==> src/hdl/gtimer_pkg.sv <==
// Purpose: constants for the gated sixteen-bit timer
// Assumes: AXI4-Lite register access, 32-bit data, one aligned word per register
// Notes: all offsets are byte addresses
package gtimer_pkg;
  localparam logic [7:0] TIMER_CONTROL_OFS = 8'h00;
  localparam logic [7:0] GATE_CONTROL_OFS = 8'h04;
  localparam logic [7:0] GATE_SOURCE_OFS = 8'h08;
  localparam logic [7:0] CLOCK_SOURCE_OFS = 8'h0c;
  localparam logic [7:0] COUNT_LOW_OFS = 8'h10;
  localparam logic [7:0] COUNT_HIGH_OFS = 8'h14;
  localparam logic [7:0] STATUS_OFS = 8'h18;
  // register indices returned by the decoder
  localparam logic [3:0] IDX_TCTRL = 4'h0;
  localparam logic [3:0] IDX_GCTRL = 4'h1;
  localparam logic [3:0] IDX_GSRC = 4'h2;
  localparam logic [3:0] IDX_CSRC = 4'h3;
  localparam logic [3:0] IDX_CLOW = 4'h4;
  localparam logic [3:0] IDX_CHIGH = 4'h5;
  localparam logic [3:0] IDX_STAT = 4'h6;
  localparam logic [3:0] IDX_NONE = 4'hf;
  // timer_control fields
  localparam int TIMER_ON_BIT = 0;
  localparam int UNSYNC_BIT = 2;
  localparam int PRESCALE_LSB = 4;
  // gate_control fields
  localparam int GATE_ENABLE_BIT = 7;
  localparam int GATE_POLARITY_BIT = 6;
  localparam int GATE_VALUE_BIT = 2;
  // gate_source_select fields
  localparam int CMP1_SYNC_BIT = 4;
  localparam int CMP2_SYNC_BIT = 5;
  localparam logic [2:0] GSRC_PIN = 3'h0;
  localparam logic [2:0] GSRC_T0 = 3'h1;
  localparam logic [2:0] GSRC_CMP1 = 3'h2;
  localparam logic [2:0] GSRC_CMP2 = 3'h3;
  // clock_source_select codes
  localparam logic [1:0] CSRC_INSTR = 2'h0;
  localparam logic [1:0] CSRC_FULL = 2'h1;
  localparam logic [1:0] CSRC_EXT = 2'h2;
  // status fields
  localparam int OVF_BIT = 0;
  // reset values
  localparam logic [7:0] TCTRL_RST = 8'h00;
  localparam logic [7:0] GCTRL_RST = 8'h00;
  localparam logic [7:0] GSRC_RST = 8'h00;
  localparam logic [1:0] CSRC_RST = 2'h0;
  localparam logic [15:0] COUNT_RST = 16'h0000;
  // instruction cycle is four system clocks
  localparam logic [1:0] INSTR_LAST = 2'h3;
  localparam logic [1:0] RESP_OKAY = 2'h0;
  localparam logic [1:0] RESP_SLVERR = 2'h2;
endpackage : gtimer_pkg

==> src/hdl/gated_sixteen_bit_timer.sv <==
// Purpose: gated 16-bit timer/counter with prescaler and AXI4-Lite registers
// Assumes: all inputs synchronous to CLK; timer0 and comparator signals come from other blocks
// Notes: one clock domain; the unsynchronised path samples the raw input once
//
// Implementation choices: the AXI4-Lite interface to the registers and the register addresses.
`timescale 1ns/1ps
module gated_sixteen_bit_timer (
  // clock and reset
  input wire logic CLK,
  input wire logic RST_B,
  // axi4-lite write address
  input wire logic AWVALID,
  output logic AWREADY,
  input wire logic [7:0] AWADDR,
  // axi4-lite write data
  input wire logic WVALID,
  output logic WREADY,
  input wire logic [31:0] WDATA,
  input wire logic [3:0] WSTRB,
  // axi4-lite write response
  output logic BVALID,
  input wire logic BREADY,
  output logic [1:0] BRESP,
  // axi4-lite read
  input wire logic ARVALID,
  output logic ARREADY,
  input wire logic [7:0] ARADDR,
  output logic RVALID,
  input wire logic RREADY,
  output logic [31:0] RDATA,
  output logic [1:0] RRESP,
  // count and gate sources
  input wire logic EXT_COUNT_IN,
  input wire logic GATE_PIN_IN,
  input wire logic T0_OVERFLOW,
  input wire logic T0_PERIOD_MATCH,
  input wire logic T0_MODE_8BIT,
  input wire logic CMP1_OUT,
  input wire logic CMP2_OUT,
  // power state
  input wire logic SLEEP,
  // results
  output logic OVERFLOW_FLAG,
  output logic WAKE_REQ,
  output logic [15:0] COUNT_VALUE
);
  import gtimer_pkg::*;

  // exact byte-address match; any other address is unmapped
  function automatic logic [3:0] reg_index(input logic [7:0] addr);
    case (addr)
      TIMER_CONTROL_OFS: reg_index = IDX_TCTRL;
      GATE_CONTROL_OFS: reg_index = IDX_GCTRL;
      GATE_SOURCE_OFS: reg_index = IDX_GSRC;
      CLOCK_SOURCE_OFS: reg_index = IDX_CSRC;
      COUNT_LOW_OFS: reg_index = IDX_CLOW;
      COUNT_HIGH_OFS: reg_index = IDX_CHIGH;
      STATUS_OFS: reg_index = IDX_STAT;
      default: reg_index = IDX_NONE;
    endcase
  endfunction : reg_index

  // bus state
  logic awready_r, wready_r, bvalid_r, arready_r, rvalid_r;
  logic aw_have_r, w_have_r;
  logic [7:0] aw_addr_r;
  logic [31:0] w_data_r;
  logic [3:0] w_strb_r;
  logic [1:0] bresp_r, rresp_r;
  logic [31:0] rdata_r;
  logic aw_take, w_take, ar_take, do_write;
  logic aw_have_nxt, w_have_nxt, bvalid_nxt, rvalid_nxt;
  logic [3:0] wr_idx, rd_idx;
  logic wr_b0;

  // control registers
  logic [7:0] tctrl_r, gctrl_r, gsrc_r;
  logic [1:0] csrc_r;
  logic [15:0] count_r;
  logic ovf_r, wake_r;

  // count path state
  logic [1:0] instr_div_r;
  logic [2:0] ps_cnt_r;
  logic ext_s1_r, ext_s2_r, ext_sd_r, ext_a_r;
  logic c1_s1_r, c1_s2_r, c2_s1_r, c2_s2_r;
  logic t0_pulse_r, gate_val_r, armed_r, on_d_r;

  logic timer_on, unsync, gate_en, gate_pol;
  logic [1:0] ps_sel;
  logic [2:0] ps_mask;
  logic ext_rise, ext_fall, gate_lvl, gate_ok, run, tick, inc, cnt_wr;
  logic wr_low, wr_high, wr_stat;
  logic rollover;

  assign timer_on = tctrl_r[TIMER_ON_BIT];
  assign unsync = tctrl_r[UNSYNC_BIT];
  assign ps_sel = tctrl_r[PRESCALE_LSB +: 2];
  assign gate_en = gctrl_r[GATE_ENABLE_BIT];
  assign gate_pol = gctrl_r[GATE_POLARITY_BIT];

  // bus handshakes: address and data taken in either order, answer after both
  // the register effect and BVALID share one edge, one cycle after the later take;
  // a master that waits for BVALID therefore always reads back the new value
  assign aw_take = AWVALID && awready_r;
  assign w_take = WVALID && wready_r;
  assign ar_take = ARVALID && arready_r;
  assign do_write = aw_have_r && w_have_r && !bvalid_r;
  assign aw_have_nxt = aw_take || (aw_have_r && !do_write);
  assign w_have_nxt = w_take || (w_have_r && !do_write);
  assign bvalid_nxt = do_write || (bvalid_r && !BREADY);
  assign rvalid_nxt = ar_take || (rvalid_r && !RREADY);
  // write decode uses the held address, read decode the live one
  assign wr_idx = reg_index(aw_addr_r);
  assign rd_idx = reg_index(ARADDR);
  // registers are one byte wide, so upper byte lanes are ignored
  assign wr_b0 = do_write && w_strb_r[0];
  assign wr_low = wr_b0 && (wr_idx == IDX_CLOW);
  assign wr_high = wr_b0 && (wr_idx == IDX_CHIGH);
  assign wr_stat = wr_b0 && (wr_idx == IDX_STAT);
  assign cnt_wr = wr_low || wr_high;

  always_ff @(posedge CLK) begin
    if (!RST_B) begin
      awready_r <= 1'b0;
      wready_r <= 1'b0;
      arready_r <= 1'b0;
      aw_have_r <= 1'b0;
      w_have_r <= 1'b0;
      bvalid_r <= 1'b0;
      rvalid_r <= 1'b0;
    end else begin
      aw_have_r <= aw_have_nxt;
      w_have_r <= w_have_nxt;
      bvalid_r <= bvalid_nxt;
      rvalid_r <= rvalid_nxt;
      // ready drops once a beat is held and returns only after the response is taken
      awready_r <= !aw_have_nxt && !bvalid_nxt;
      wready_r <= !w_have_nxt && !bvalid_nxt;
      arready_r <= !rvalid_nxt;
    end
  end

  always_ff @(posedge CLK) begin
    if (!RST_B) begin
      aw_addr_r <= 8'h00;
      w_data_r <= 32'h0000_0000;
      w_strb_r <= 4'h0;
      bresp_r <= RESP_OKAY;
    end else begin
      if (aw_take) begin
        aw_addr_r <= AWADDR;
      end
      if (w_take) begin
        w_data_r <= WDATA;
        w_strb_r <= WSTRB;
      end
      // an unmapped write is answered with an error and changes nothing
      if (do_write) begin
        bresp_r <= (wr_idx == IDX_NONE) ? RESP_SLVERR : RESP_OKAY;
      end
    end
  end

  // reads sample registers on the bus clock; the two count bytes are separate reads, so a 16-bit count can tear between them
  always_ff @(posedge CLK) begin
    if (!RST_B) begin
      rdata_r <= 32'h0000_0000;
      rresp_r <= RESP_OKAY;
    end else if (ar_take) begin
      rresp_r <= (rd_idx == IDX_NONE) ? RESP_SLVERR : RESP_OKAY;
      // fields above bit 7 read as zero
      case (rd_idx)
        IDX_TCTRL: rdata_r <= {24'h000000, tctrl_r};
        IDX_GCTRL: rdata_r <= {24'h000000, gctrl_r[7:3], gate_val_r, 2'h0};
        IDX_GSRC: rdata_r <= {24'h000000, gsrc_r};
        IDX_CSRC: rdata_r <= {30'h0, csrc_r};
        IDX_CLOW: rdata_r <= {24'h000000, count_r[7:0]};
        IDX_CHIGH: rdata_r <= {24'h000000, count_r[15:8]};
        IDX_STAT: rdata_r <= {31'h0, ovf_r};
        default: rdata_r <= 32'h0000_0000;
      endcase
    end
  end

  // configuration registers; only byte lane 0 carries data
  // masks keep unimplemented bits at zero so read-back matches the hardware
  always_ff @(posedge CLK) begin
    if (!RST_B) begin
      tctrl_r <= TCTRL_RST;
      gctrl_r <= GCTRL_RST;
      gsrc_r <= GSRC_RST;
      csrc_r <= CSRC_RST;
    end else if (wr_b0) begin
      case (wr_idx)
        IDX_TCTRL: tctrl_r <= w_data_r[7:0] & 8'h35;
        IDX_GCTRL: gctrl_r <= w_data_r[7:0] & 8'hc0;
        IDX_GSRC: gsrc_r <= w_data_r[7:0] & 8'h37;
        IDX_CSRC: csrc_r <= w_data_r[1:0];
        default: ;
      endcase
    end
  end

  // synchronisers: first stage feeds only the second
  // the synchronised path costs three clocks of latency; the raw path costs one
  always_ff @(posedge CLK) begin
    if (!RST_B) begin
      ext_s1_r <= 1'b0;
      ext_s2_r <= 1'b0;
      ext_sd_r <= 1'b0;
      ext_a_r <= 1'b0;
      c1_s1_r <= 1'b0;
      c1_s2_r <= 1'b0;
      c2_s1_r <= 1'b0;
      c2_s2_r <= 1'b0;
    end else begin
      ext_s1_r <= EXT_COUNT_IN;
      ext_s2_r <= ext_s1_r;
      ext_sd_r <= ext_s2_r;
      ext_a_r <= EXT_COUNT_IN;
      c1_s1_r <= CMP1_OUT;
      c1_s2_r <= c1_s1_r;
      c2_s1_r <= CMP2_OUT;
      c2_s2_r <= c2_s1_r;
    end
  end

  // unsync mode bypasses the two-stage path; switching modes can drop or add an edge
  always_comb begin
    if (unsync) begin
      ext_rise = EXT_COUNT_IN && !ext_a_r;
      ext_fall = !EXT_COUNT_IN && ext_a_r;
    end else begin
      ext_rise = ext_s2_r && !ext_sd_r;
      ext_fall = !ext_s2_r && ext_sd_r;
    end
  end

  // gate source choice
  // unused source codes give a low gate, so polarity 0 then counts freely
  always_comb begin
    case (gsrc_r[2:0])
      GSRC_PIN: gate_lvl = GATE_PIN_IN;
      GSRC_T0: gate_lvl = t0_pulse_r;
      GSRC_CMP1: gate_lvl = gsrc_r[CMP1_SYNC_BIT] ? c1_s2_r : CMP1_OUT;
      GSRC_CMP2: gate_lvl = gsrc_r[CMP2_SYNC_BIT] ? c2_s2_r : CMP2_OUT;
      default: gate_lvl = 1'b0;
    endcase
  end

  // one-cycle high pulse per timer0 wrap
  // the pulse is one clock late, which only shifts the gated window
  always_ff @(posedge CLK) begin
    if (!RST_B) begin
      t0_pulse_r <= 1'b0;
      gate_val_r <= 1'b0;
    end else begin
      t0_pulse_r <= T0_MODE_8BIT ? T0_PERIOD_MATCH : T0_OVERFLOW;
      gate_val_r <= gate_lvl;
    end
  end

  // the registered gate level is also what software reads back
  assign gate_ok = !gate_en || (gate_val_r == gate_pol);
  // in sleep only the unsynchronised external counter keeps running
  // a synchronised counter stops in sleep, as its sampling clock would
  assign run = timer_on && gate_ok
    && (!SLEEP || (unsync && csrc_r == CSRC_EXT));

  // arming for counter mode: cleared on enable change or byte write, set by a fall
  // an input already high at enable is thus never mistaken for a rising edge
  always_ff @(posedge CLK) begin
    if (!RST_B) begin
      on_d_r <= 1'b0;
      armed_r <= 1'b0;
    end else begin
      on_d_r <= timer_on;
      if (cnt_wr || (timer_on != on_d_r)) begin
        armed_r <= 1'b0;
      end else if (ext_fall) begin
        armed_r <= 1'b1;
      end
    end
  end

  // instruction cycle divider runs freely
  // writes do not realign it, so the first instruction tick after enable may come early
  always_ff @(posedge CLK) begin
    if (!RST_B) begin
      instr_div_r <= 2'h0;
    end else begin
      instr_div_r <= instr_div_r + 2'h1;
    end
  end

  always_comb begin
    // code 3 selects no source and gives no ticks
    case (csrc_r)
      CSRC_INSTR: tick = (instr_div_r == INSTR_LAST);
      CSRC_FULL: tick = 1'b1;
      CSRC_EXT: tick = ext_rise && armed_r;
      default: tick = 1'b0;
    endcase
  end

  // prescaler: 1,2,4,8 -> mask 0,1,3,7
  // the prescaler sits after the gate, so a closed gate also freezes its phase
  always_comb begin
    case (ps_sel)
      2'h0: ps_mask = 3'h0;
      2'h1: ps_mask = 3'h1;
      2'h2: ps_mask = 3'h3;
      default: ps_mask = 3'h7;
    endcase
  end

  assign inc = run && tick && ((ps_cnt_r & ps_mask) == ps_mask);

  // prescale counter has no register address
  // a held gate keeps the partial count, so the next window resumes mid-phase
  always_ff @(posedge CLK) begin
    if (!RST_B) begin
      ps_cnt_r <= 3'h0;
    end else if (cnt_wr) begin
      ps_cnt_r <= 3'h0;
    end else if (run && tick) begin
      ps_cnt_r <= (ps_cnt_r + 3'h1) & ps_mask;
    end
  end

  // byte writes take precedence over a coincident increment
  // a write that lands on an increment loses that increment instead of tearing the count
  always_ff @(posedge CLK) begin
    if (!RST_B) begin
      count_r <= COUNT_RST;
    end else if (wr_low) begin
      count_r[7:0] <= w_data_r[7:0];
    end else if (wr_high) begin
      count_r[15:8] <= w_data_r[7:0];
    end else if (inc) begin
      count_r <= count_r + 16'h0001;
    end
  end

  // one rollover event feeds both the sticky flag and the wake pulse
  assign rollover = inc && (count_r == 16'hffff);

  // overflow flag: write one to clear, a rollover in the same cycle wins
  always_ff @(posedge CLK) begin
    if (!RST_B) begin
      ovf_r <= 1'b0;
      wake_r <= 1'b0;
    end else begin
      if (rollover) begin
        ovf_r <= 1'b1;
      end else if (wr_stat && w_data_r[OVF_BIT]) begin
        ovf_r <= 1'b0;
      end
      wake_r <= SLEEP && rollover;
    end
  end

  // every output is a register, so nothing combinational reaches the pins
  assign AWREADY = awready_r;
  assign WREADY = wready_r;
  assign BVALID = bvalid_r;
  assign BRESP = bresp_r;
  assign ARREADY = arready_r;
  assign RVALID = rvalid_r;
  assign RDATA = rdata_r;
  assign RRESP = rresp_r;
  assign OVERFLOW_FLAG = ovf_r;
  assign WAKE_REQ = wake_r;
  assign COUNT_VALUE = count_r;
endmodule : gated_sixteen_bit_timer

==> config.mk <==
export PLATFORM = sky130hd
export DESIGN_NAME = gated_sixteen_bit_timer
export DESIGN_NICKNAME = d
export VERILOG_FILES = /design/src/hdl/gtimer_pkg.sv /design/src/hdl/gated_sixteen_bit_timer.sv
export SDC_FILE = /design/constraint.sdc
export NUM_CORES = 1
export LEC_CHECK = 0
export ABC_AREA = 1
export BUFFER_PORTS_ARGS = -buffer_cell sky130_fd_sc_hd__buf_2
export CORE_ASPECT_RATIO = 1.5
export CORE_MARGIN = 3
export CORE_UTILIZATION = 50
export CTS_BUF_LIST = sky130_fd_sc_hd__clkbuf_2
export CTS_CLUSTER_DIAMETER = 80
export DETAILED_ROUTE_END_ITERATION = 12
export HOLD_SLACK_MARGIN = 0.08
export PLACE_DENSITY = 0.81
export SLEW_MARGIN = 10
export SYNTH_ARGS = -nofsm -noshare
export SYNTH_HDL_FRONTEND = slang
export SYNTH_SLANG_ARGS = --single-unit
==> constraint.sdc <==
create_clock -name CLK -period 2.02 [get_ports CLK]
set_input_delay 0.101 -clock CLK [delete_from_list [all_inputs] [get_ports CLK]]
set_output_delay 0.101 -clock CLK [all_outputs]
set_load 0.03 [all_outputs]
After elaboration in Yosys (flattened, before gate mapping)
Cells that the tools add are included.
{"block": "word_totals", "register_bits": 107, "wordCells": 167, "inputBits": 67, "out_inout_bits": 59}
{"block": "op_classes", "eq_ne": 39, "n_bitwise": 4, "muxes": 19, "addsub": 3, "n_reduce_logical": 68}
{"operator": "$pmux W4 S7", "count": 2}
{"operator": "$pmux W8 S7", "count": 1}
{"operator": "$eq A8 B5 Y1 const B", "count": 6}
{"operator": "$eq A8 B4 Y1 const B", "count": 4}
{"operator": "$logic_and A1 B1 Y1", "count": 28}
{"operator": "$eq A4 B3 Y1 const B", "count": 6}
{"operator": "$mux W8", "count": 3}
{"operator": "$add A16 B1 Y16 const B", "count": 1}
{"operator": "$eq A16 B16 Y1 const B", "count": 1}
{"operator": "$eq A4 B2 Y1 const B", "count": 4}
{"operator": "$eq A8 B3 Y1 const B", "count": 2}
{"operator": "$logic_not A8 Y1", "count": 2}
{"operator": "$mux W16", "count": 1}
{"operator": "$logic_not A1 Y1", "count": 14}
{"operator": "$reduce_and A2 Y1", "count": 6}
{"operator": "$pmux W3 S3", "count": 1}
{"operator": "$eq A4 B1 Y1 const B", "count": 2}
{"operator": "$eq A4 B4 Y1 const B", "count": 2}
{"operator": "$logic_not A4 Y1", "count": 2}
{"operator": "$logic_or A1 B1 Y1", "count": 8}
{"operator": "$mux W1", "count": 7}
{"operator": "$and A3 B3 Y3", "count": 2}
{"operator": "$eq A2 B2 Y1 const B", "count": 3}
{"operator": "$eq A3 B2 Y1 const B", "count": 2}
{"operator": "16 further kinds", "count": 23}

Logic depth before layout (Yosys ltp)
{"block": "depth", "ltp_word": 10, "ltp_mapped": 13, "depth_no_buf": 12}

Worst setup path after synthesis
No wires, ideal clock.
{"block": "synth_timing", "kind": "register to register", "startpoint": "register count_r[0], in the netlist COUNT_VALUE[0]", "endpoint": "register count_r[12], in the netlist COUNT_VALUE[12]", "setup_ps": 111, "period_less_slack_ps": 1751, "path_buffers": 0, "required_ps": 1909, "slack_ps": 269, "path_stages_with_launch": 11, "arrival_time_ps": 1640, "path_cell_list": "dfxtp_1 ha_1 nand2_1 nor2_2 nand3b_1 nor2_1 nand2_1 nand3_1 o21ai_0 nor2_1 nor2_1"}
{"block": "synth_via", "elab_chain_len": 3}
{"element": "start, declared", "line": "gated_sixteen_bit_timer.sv:79", "text": "logic [15:0] count_r;"}
{"element": "start signal, assigned", "line": "gated_sixteen_bit_timer.sv:338", "text": "count_r[7:0] <= w_data_r[7:0];"}
{"element": "start signal, assigned", "line": "gated_sixteen_bit_timer.sv:342", "text": "count_r <= count_r + 16'h0001;"}
{"element": "$add A16 B1 Y16", "line": "gated_sixteen_bit_timer.sv:342"}
{"element": "$mux W16", "line": "gated_sixteen_bit_timer.sv:341", "text": "end else if (inc) begin"}
{"element": "$mux W8", "line": "gated_sixteen_bit_timer.sv:339", "text": "end else if (wr_high) begin"}
No other way between the ends. The select of a mux whose other input is x is not followed.
A chain may end at the register's enable or synchronous reset.

Worst setup path after layout
{"block": "layout_timing", "startpoint": "register awready_r, in the netlist AWREADY", "endpoint": "register aw_addr_r[3]"}
{"block": "layout_via", "elab_chain_len": 1}
{"element": "start, declared", "line": "gated_sixteen_bit_timer.sv:64", "text": "logic awready_r, wready_r, bvalid_r, arready_r, rvalid_r;"}
{"element": "start signal, assigned", "line": "gated_sixteen_bit_timer.sv:138", "text": "awready_r <= !aw_have_nxt && !bvalid_nxt;"}
{"element": "$logic_and A1 B1 Y1", "line": "gated_sixteen_bit_timer.sv:105", "text": "assign aw_take = AWVALID && awready_r;"}
{"element": "end signal, assigned", "line": "gated_sixteen_bit_timer.sv:146", "text": "aw_addr_r <= 8'h00;"}
{"element": "end signal, assigned", "line": "gated_sixteen_bit_timer.sv:152", "text": "aw_addr_r <= AWADDR;"}
{"element": "end, declared", "line": "gated_sixteen_bit_timer.sv:66", "text": "logic [7:0] aw_addr_r;"}
No other way between the ends.

==> reports/summary.txt <==
Worst slew margin: 61.3%
WL met1: 4.74 mm
DRC: 0
met3 layer wire length in the routed design: 685 microns
IO Port Bufs: 72
share of layout cells above drive strength 1: 17.2%
Layout area overhead: 23.1%
Avg Cell Area, Syn: 6.92 sq um
final core occ: 64.9%
Placer Congestion: 0.977
Total GRT Usage: 25.9%
Via density: 5.24
hold slack: 0.110 ns
Die H: 120 microns
hpwl dp: 8.65 mm
worst reg2reg path startpoint: AWREADY
R2R setup slack: 0.10 ns
CTS H-Tree Depth: 3
final worst-path cycle share: 95.0%
Crit Path Max Fanout: 13
RSZ-0062 raised after global routing: no
largest net degree at the start of global routing: 29
biggest area consumer among synthesized cells: dfxtp_1
DR iter-0 viols: 282
Worst Setup SP: AWREADY
fmax: 0.521 GHz
DP Worst Slack: 0.410 ns
worst slew pin tran: 0.580 ns
worst path arrival time: 2.42 ns
worst hold-check path type: in2reg
status: complete, no violations
ANT nets after route: 0
wire length on met2: 6.46 mm
TritonCTS Sinks: 81
clock slew at reported path FFs: 0.27 ns
Synth top cells by count: nand2_1 (136), dfxtp_1 (81), inv_1 (79), nor2_1 (62), a21oi_1 (58)
Via Count: 4509
Crit Path Class: reg2reg
Finish-stage setup viols: 0
max-slew violations: 0
vias in the first global route: 4299
Layout Nets: 820
grt ovf: 0
Synth area leaders: dfxtp_1 (37%), nand2_1 (12%), inv_1 (6.9%)
most common cell in the netlist: nand2_1
capture point of the critical path: aw_addr_r[3]
FF+latch count, synth: 81
site row count: 40
clk_lat worst skew: 0.57 ns
crit end category: flop
Core Box Area: 8210 sq um
Gate Count Post-Synth: 625
maximum clock path buffer count: 2
synthesized area: 4330 sq um
synth warn: 0
worst r2r path cells: 5
worst setup margin: 0.101 ns
I/O pins: 126
initial antenna violation count: 1
Final Skew: 0.0271 ns
asr flop ratio synth: 0%
total CTS buffers: 9
top_reg_cell synth: dfxtp_1
Post-synth EDFFs: 0
startpoint types: flop
Worst EP required: 2.53 ns
Max-cap violations: 0
Die Width: 81.9 microns
Routed wire per std cell: 14.2 microns
DRT Pass-1 Iters: 7
Fin Setup TNS: 0 ns
Crit Reg-Reg Endpoint: aw_addr_r[3]
Power Density: 571 nW/um^2
post-layout power: 3.04 mW
Yosys top cell area share: 37.5%
Final Hold Viols: 0
first-pass GRT wire length: 19.7 mm
Post-CTS Setup Bufs: 0
Worst IR Drop VDD: 0.506 mV
min cycle time layout: 1.92 ns
uppermost layer routed: met4
synth unique cells: 41
Static Leakage: 2.50 nW
Initial Utilization: 52.7%
TritonCTS clock tree: done
WL final: 12.2 mm
register area share after synthesis: 37.5%
root buffer cell: clkbuf_2
die footprint: 9830 sq um
==> timing repair <==
item	CTS	global route
setup endpoints to repair	0	3
hold buffers	52	0
endpoints found under the hold margin	46	0
resized for setup	0	4
==> worst max-delay path, stage by stage, from the launching register on <==
cell and delay, ns:
dfxtp_2 0.39, nand2_2 0.14, o21ai_1 0.18, dlygate4sd3_1 0.57, a21oi_1 0.04, dlygate4sd3_1 0.56
==> placed cells by master (no fill, tap or decap), types with 2 or more instances in the layout <==
master | synthesis | layout
xor2_1 | 6 | 6
inv_6 | 0 | 3
nand2_2 | 5 | 6
o22ai_1 | 4 | 4
nor4_1 | 2 | 2
nor2_4 | 4 | 4
nand3_1 | 45 | 45
nand4_2 | 2 | 2
a21oi_1 | 58 | 58
o21ai_0 | 46 | 45
nand3_2 | 3 | 3
nand2_4 | 3 | 3
buf_2 | 3 | 72
dlygate4sd3_1 | 0 | 52
o21ai_1 | 1 | 2
nor2_1 | 62 | 61
buf_4 | 26 | 6
nor3_1 | 9 | 9
o21ai_2 | 5 | 5
conb_1 | 1 | 26
nor2_2 | 2 | 3
inv_2 | 2 | 2
nand2_1 | 136 | 135
ha_1 | 3 | 3
nand4_1 | 10 | 10
nand3_4 | 2 | 2
a211oi_1 | 2 | 2
inv_8 | 0 | 2
dfxtp_1 | 81 | 80
inv_1 | 79 | 79
clkbuf_2 | 0 | 9
==> cell type report <==
cell class	instances	area, sq um
Fill cell	743	2880
Multi-Input combinational cell	447	2220
Sequential cell	81	1620
Timing Repair Buffer	130	926
Inverter	81	304
Tap cell	105	131
Clock inverter	7	72.6
Clock buffer	9	45.0
Antenna cell	1	2.50
==> cells by family after synthesis <==
kind of cell / share of synthesized area, %
AND/OR/NAND/NOR: 31.2
AO/OA/AOI/OAI: 15.6
buffers and inverters: 13.5
flip-flops: 37.5
XOR/XNOR: 1.21
adder cells (fa/ha/maj): 0.868
other: 0.0867
==> registers in the layout (all words and copies together) (netlist names), 3 cells and up <==
name / count
w_data_r: 8
tctrl_r: 4
RDATA: 8
COUNT_VALUE: 16
gsrc_r: 5
ps_cnt_r: 3
aw_addr_r: 8
==> metal layers <==
layer,GRT usage [%],up-vias
met1,29.4,2077
met4,10.1,0
met5,0,-
li1,-,2231
met2,46.7,172
met3,3.98,29
==> stage by stage <==
| stage | cell area [sq um] | std cells |
|---|---|---|
| 5_1_grt | 5330 | 861 |
| 6_report | 5330 | 861 |
| 4_1_cts | 5320 | 860 |
| 2_1_floorplan | 4420 | 650 |
| 3_3_place_gp | 4680 | 792 |
| 3_5_place_dp | 4680 | 792 |
==> power breakdown <==
part / internal, mW / switching, mW / leakage (nW)
sequential: 1.66 / 0.0390 / 0.660
combinational: 0.170 / 0.291 / 1.77
clock: 0.206 / 0.679 / 0.0701
total: 2.03 / 1.01 / 2.50
==> how the worst min path moves through the flow <==
stage                     cells past startpoint         start  slack [ns]           to
after floorplan                               2      CMP1_OUT        0.19      c1_s1_r
after global placement                        2  T0_MODE_8BIT        0.29   t0_pulse_r
after detailed placement                      3      CMP1_OUT        0.31      c1_s1_r
after CTS                                     3        WVALID        0.09  w_data_r[5]
after global routing                          3        WVALID        0.15  w_data_r[3]
final                                         3        WVALID        0.11  w_strb_r[0]
Note: power is estimated with default switching activity, not from simulation.
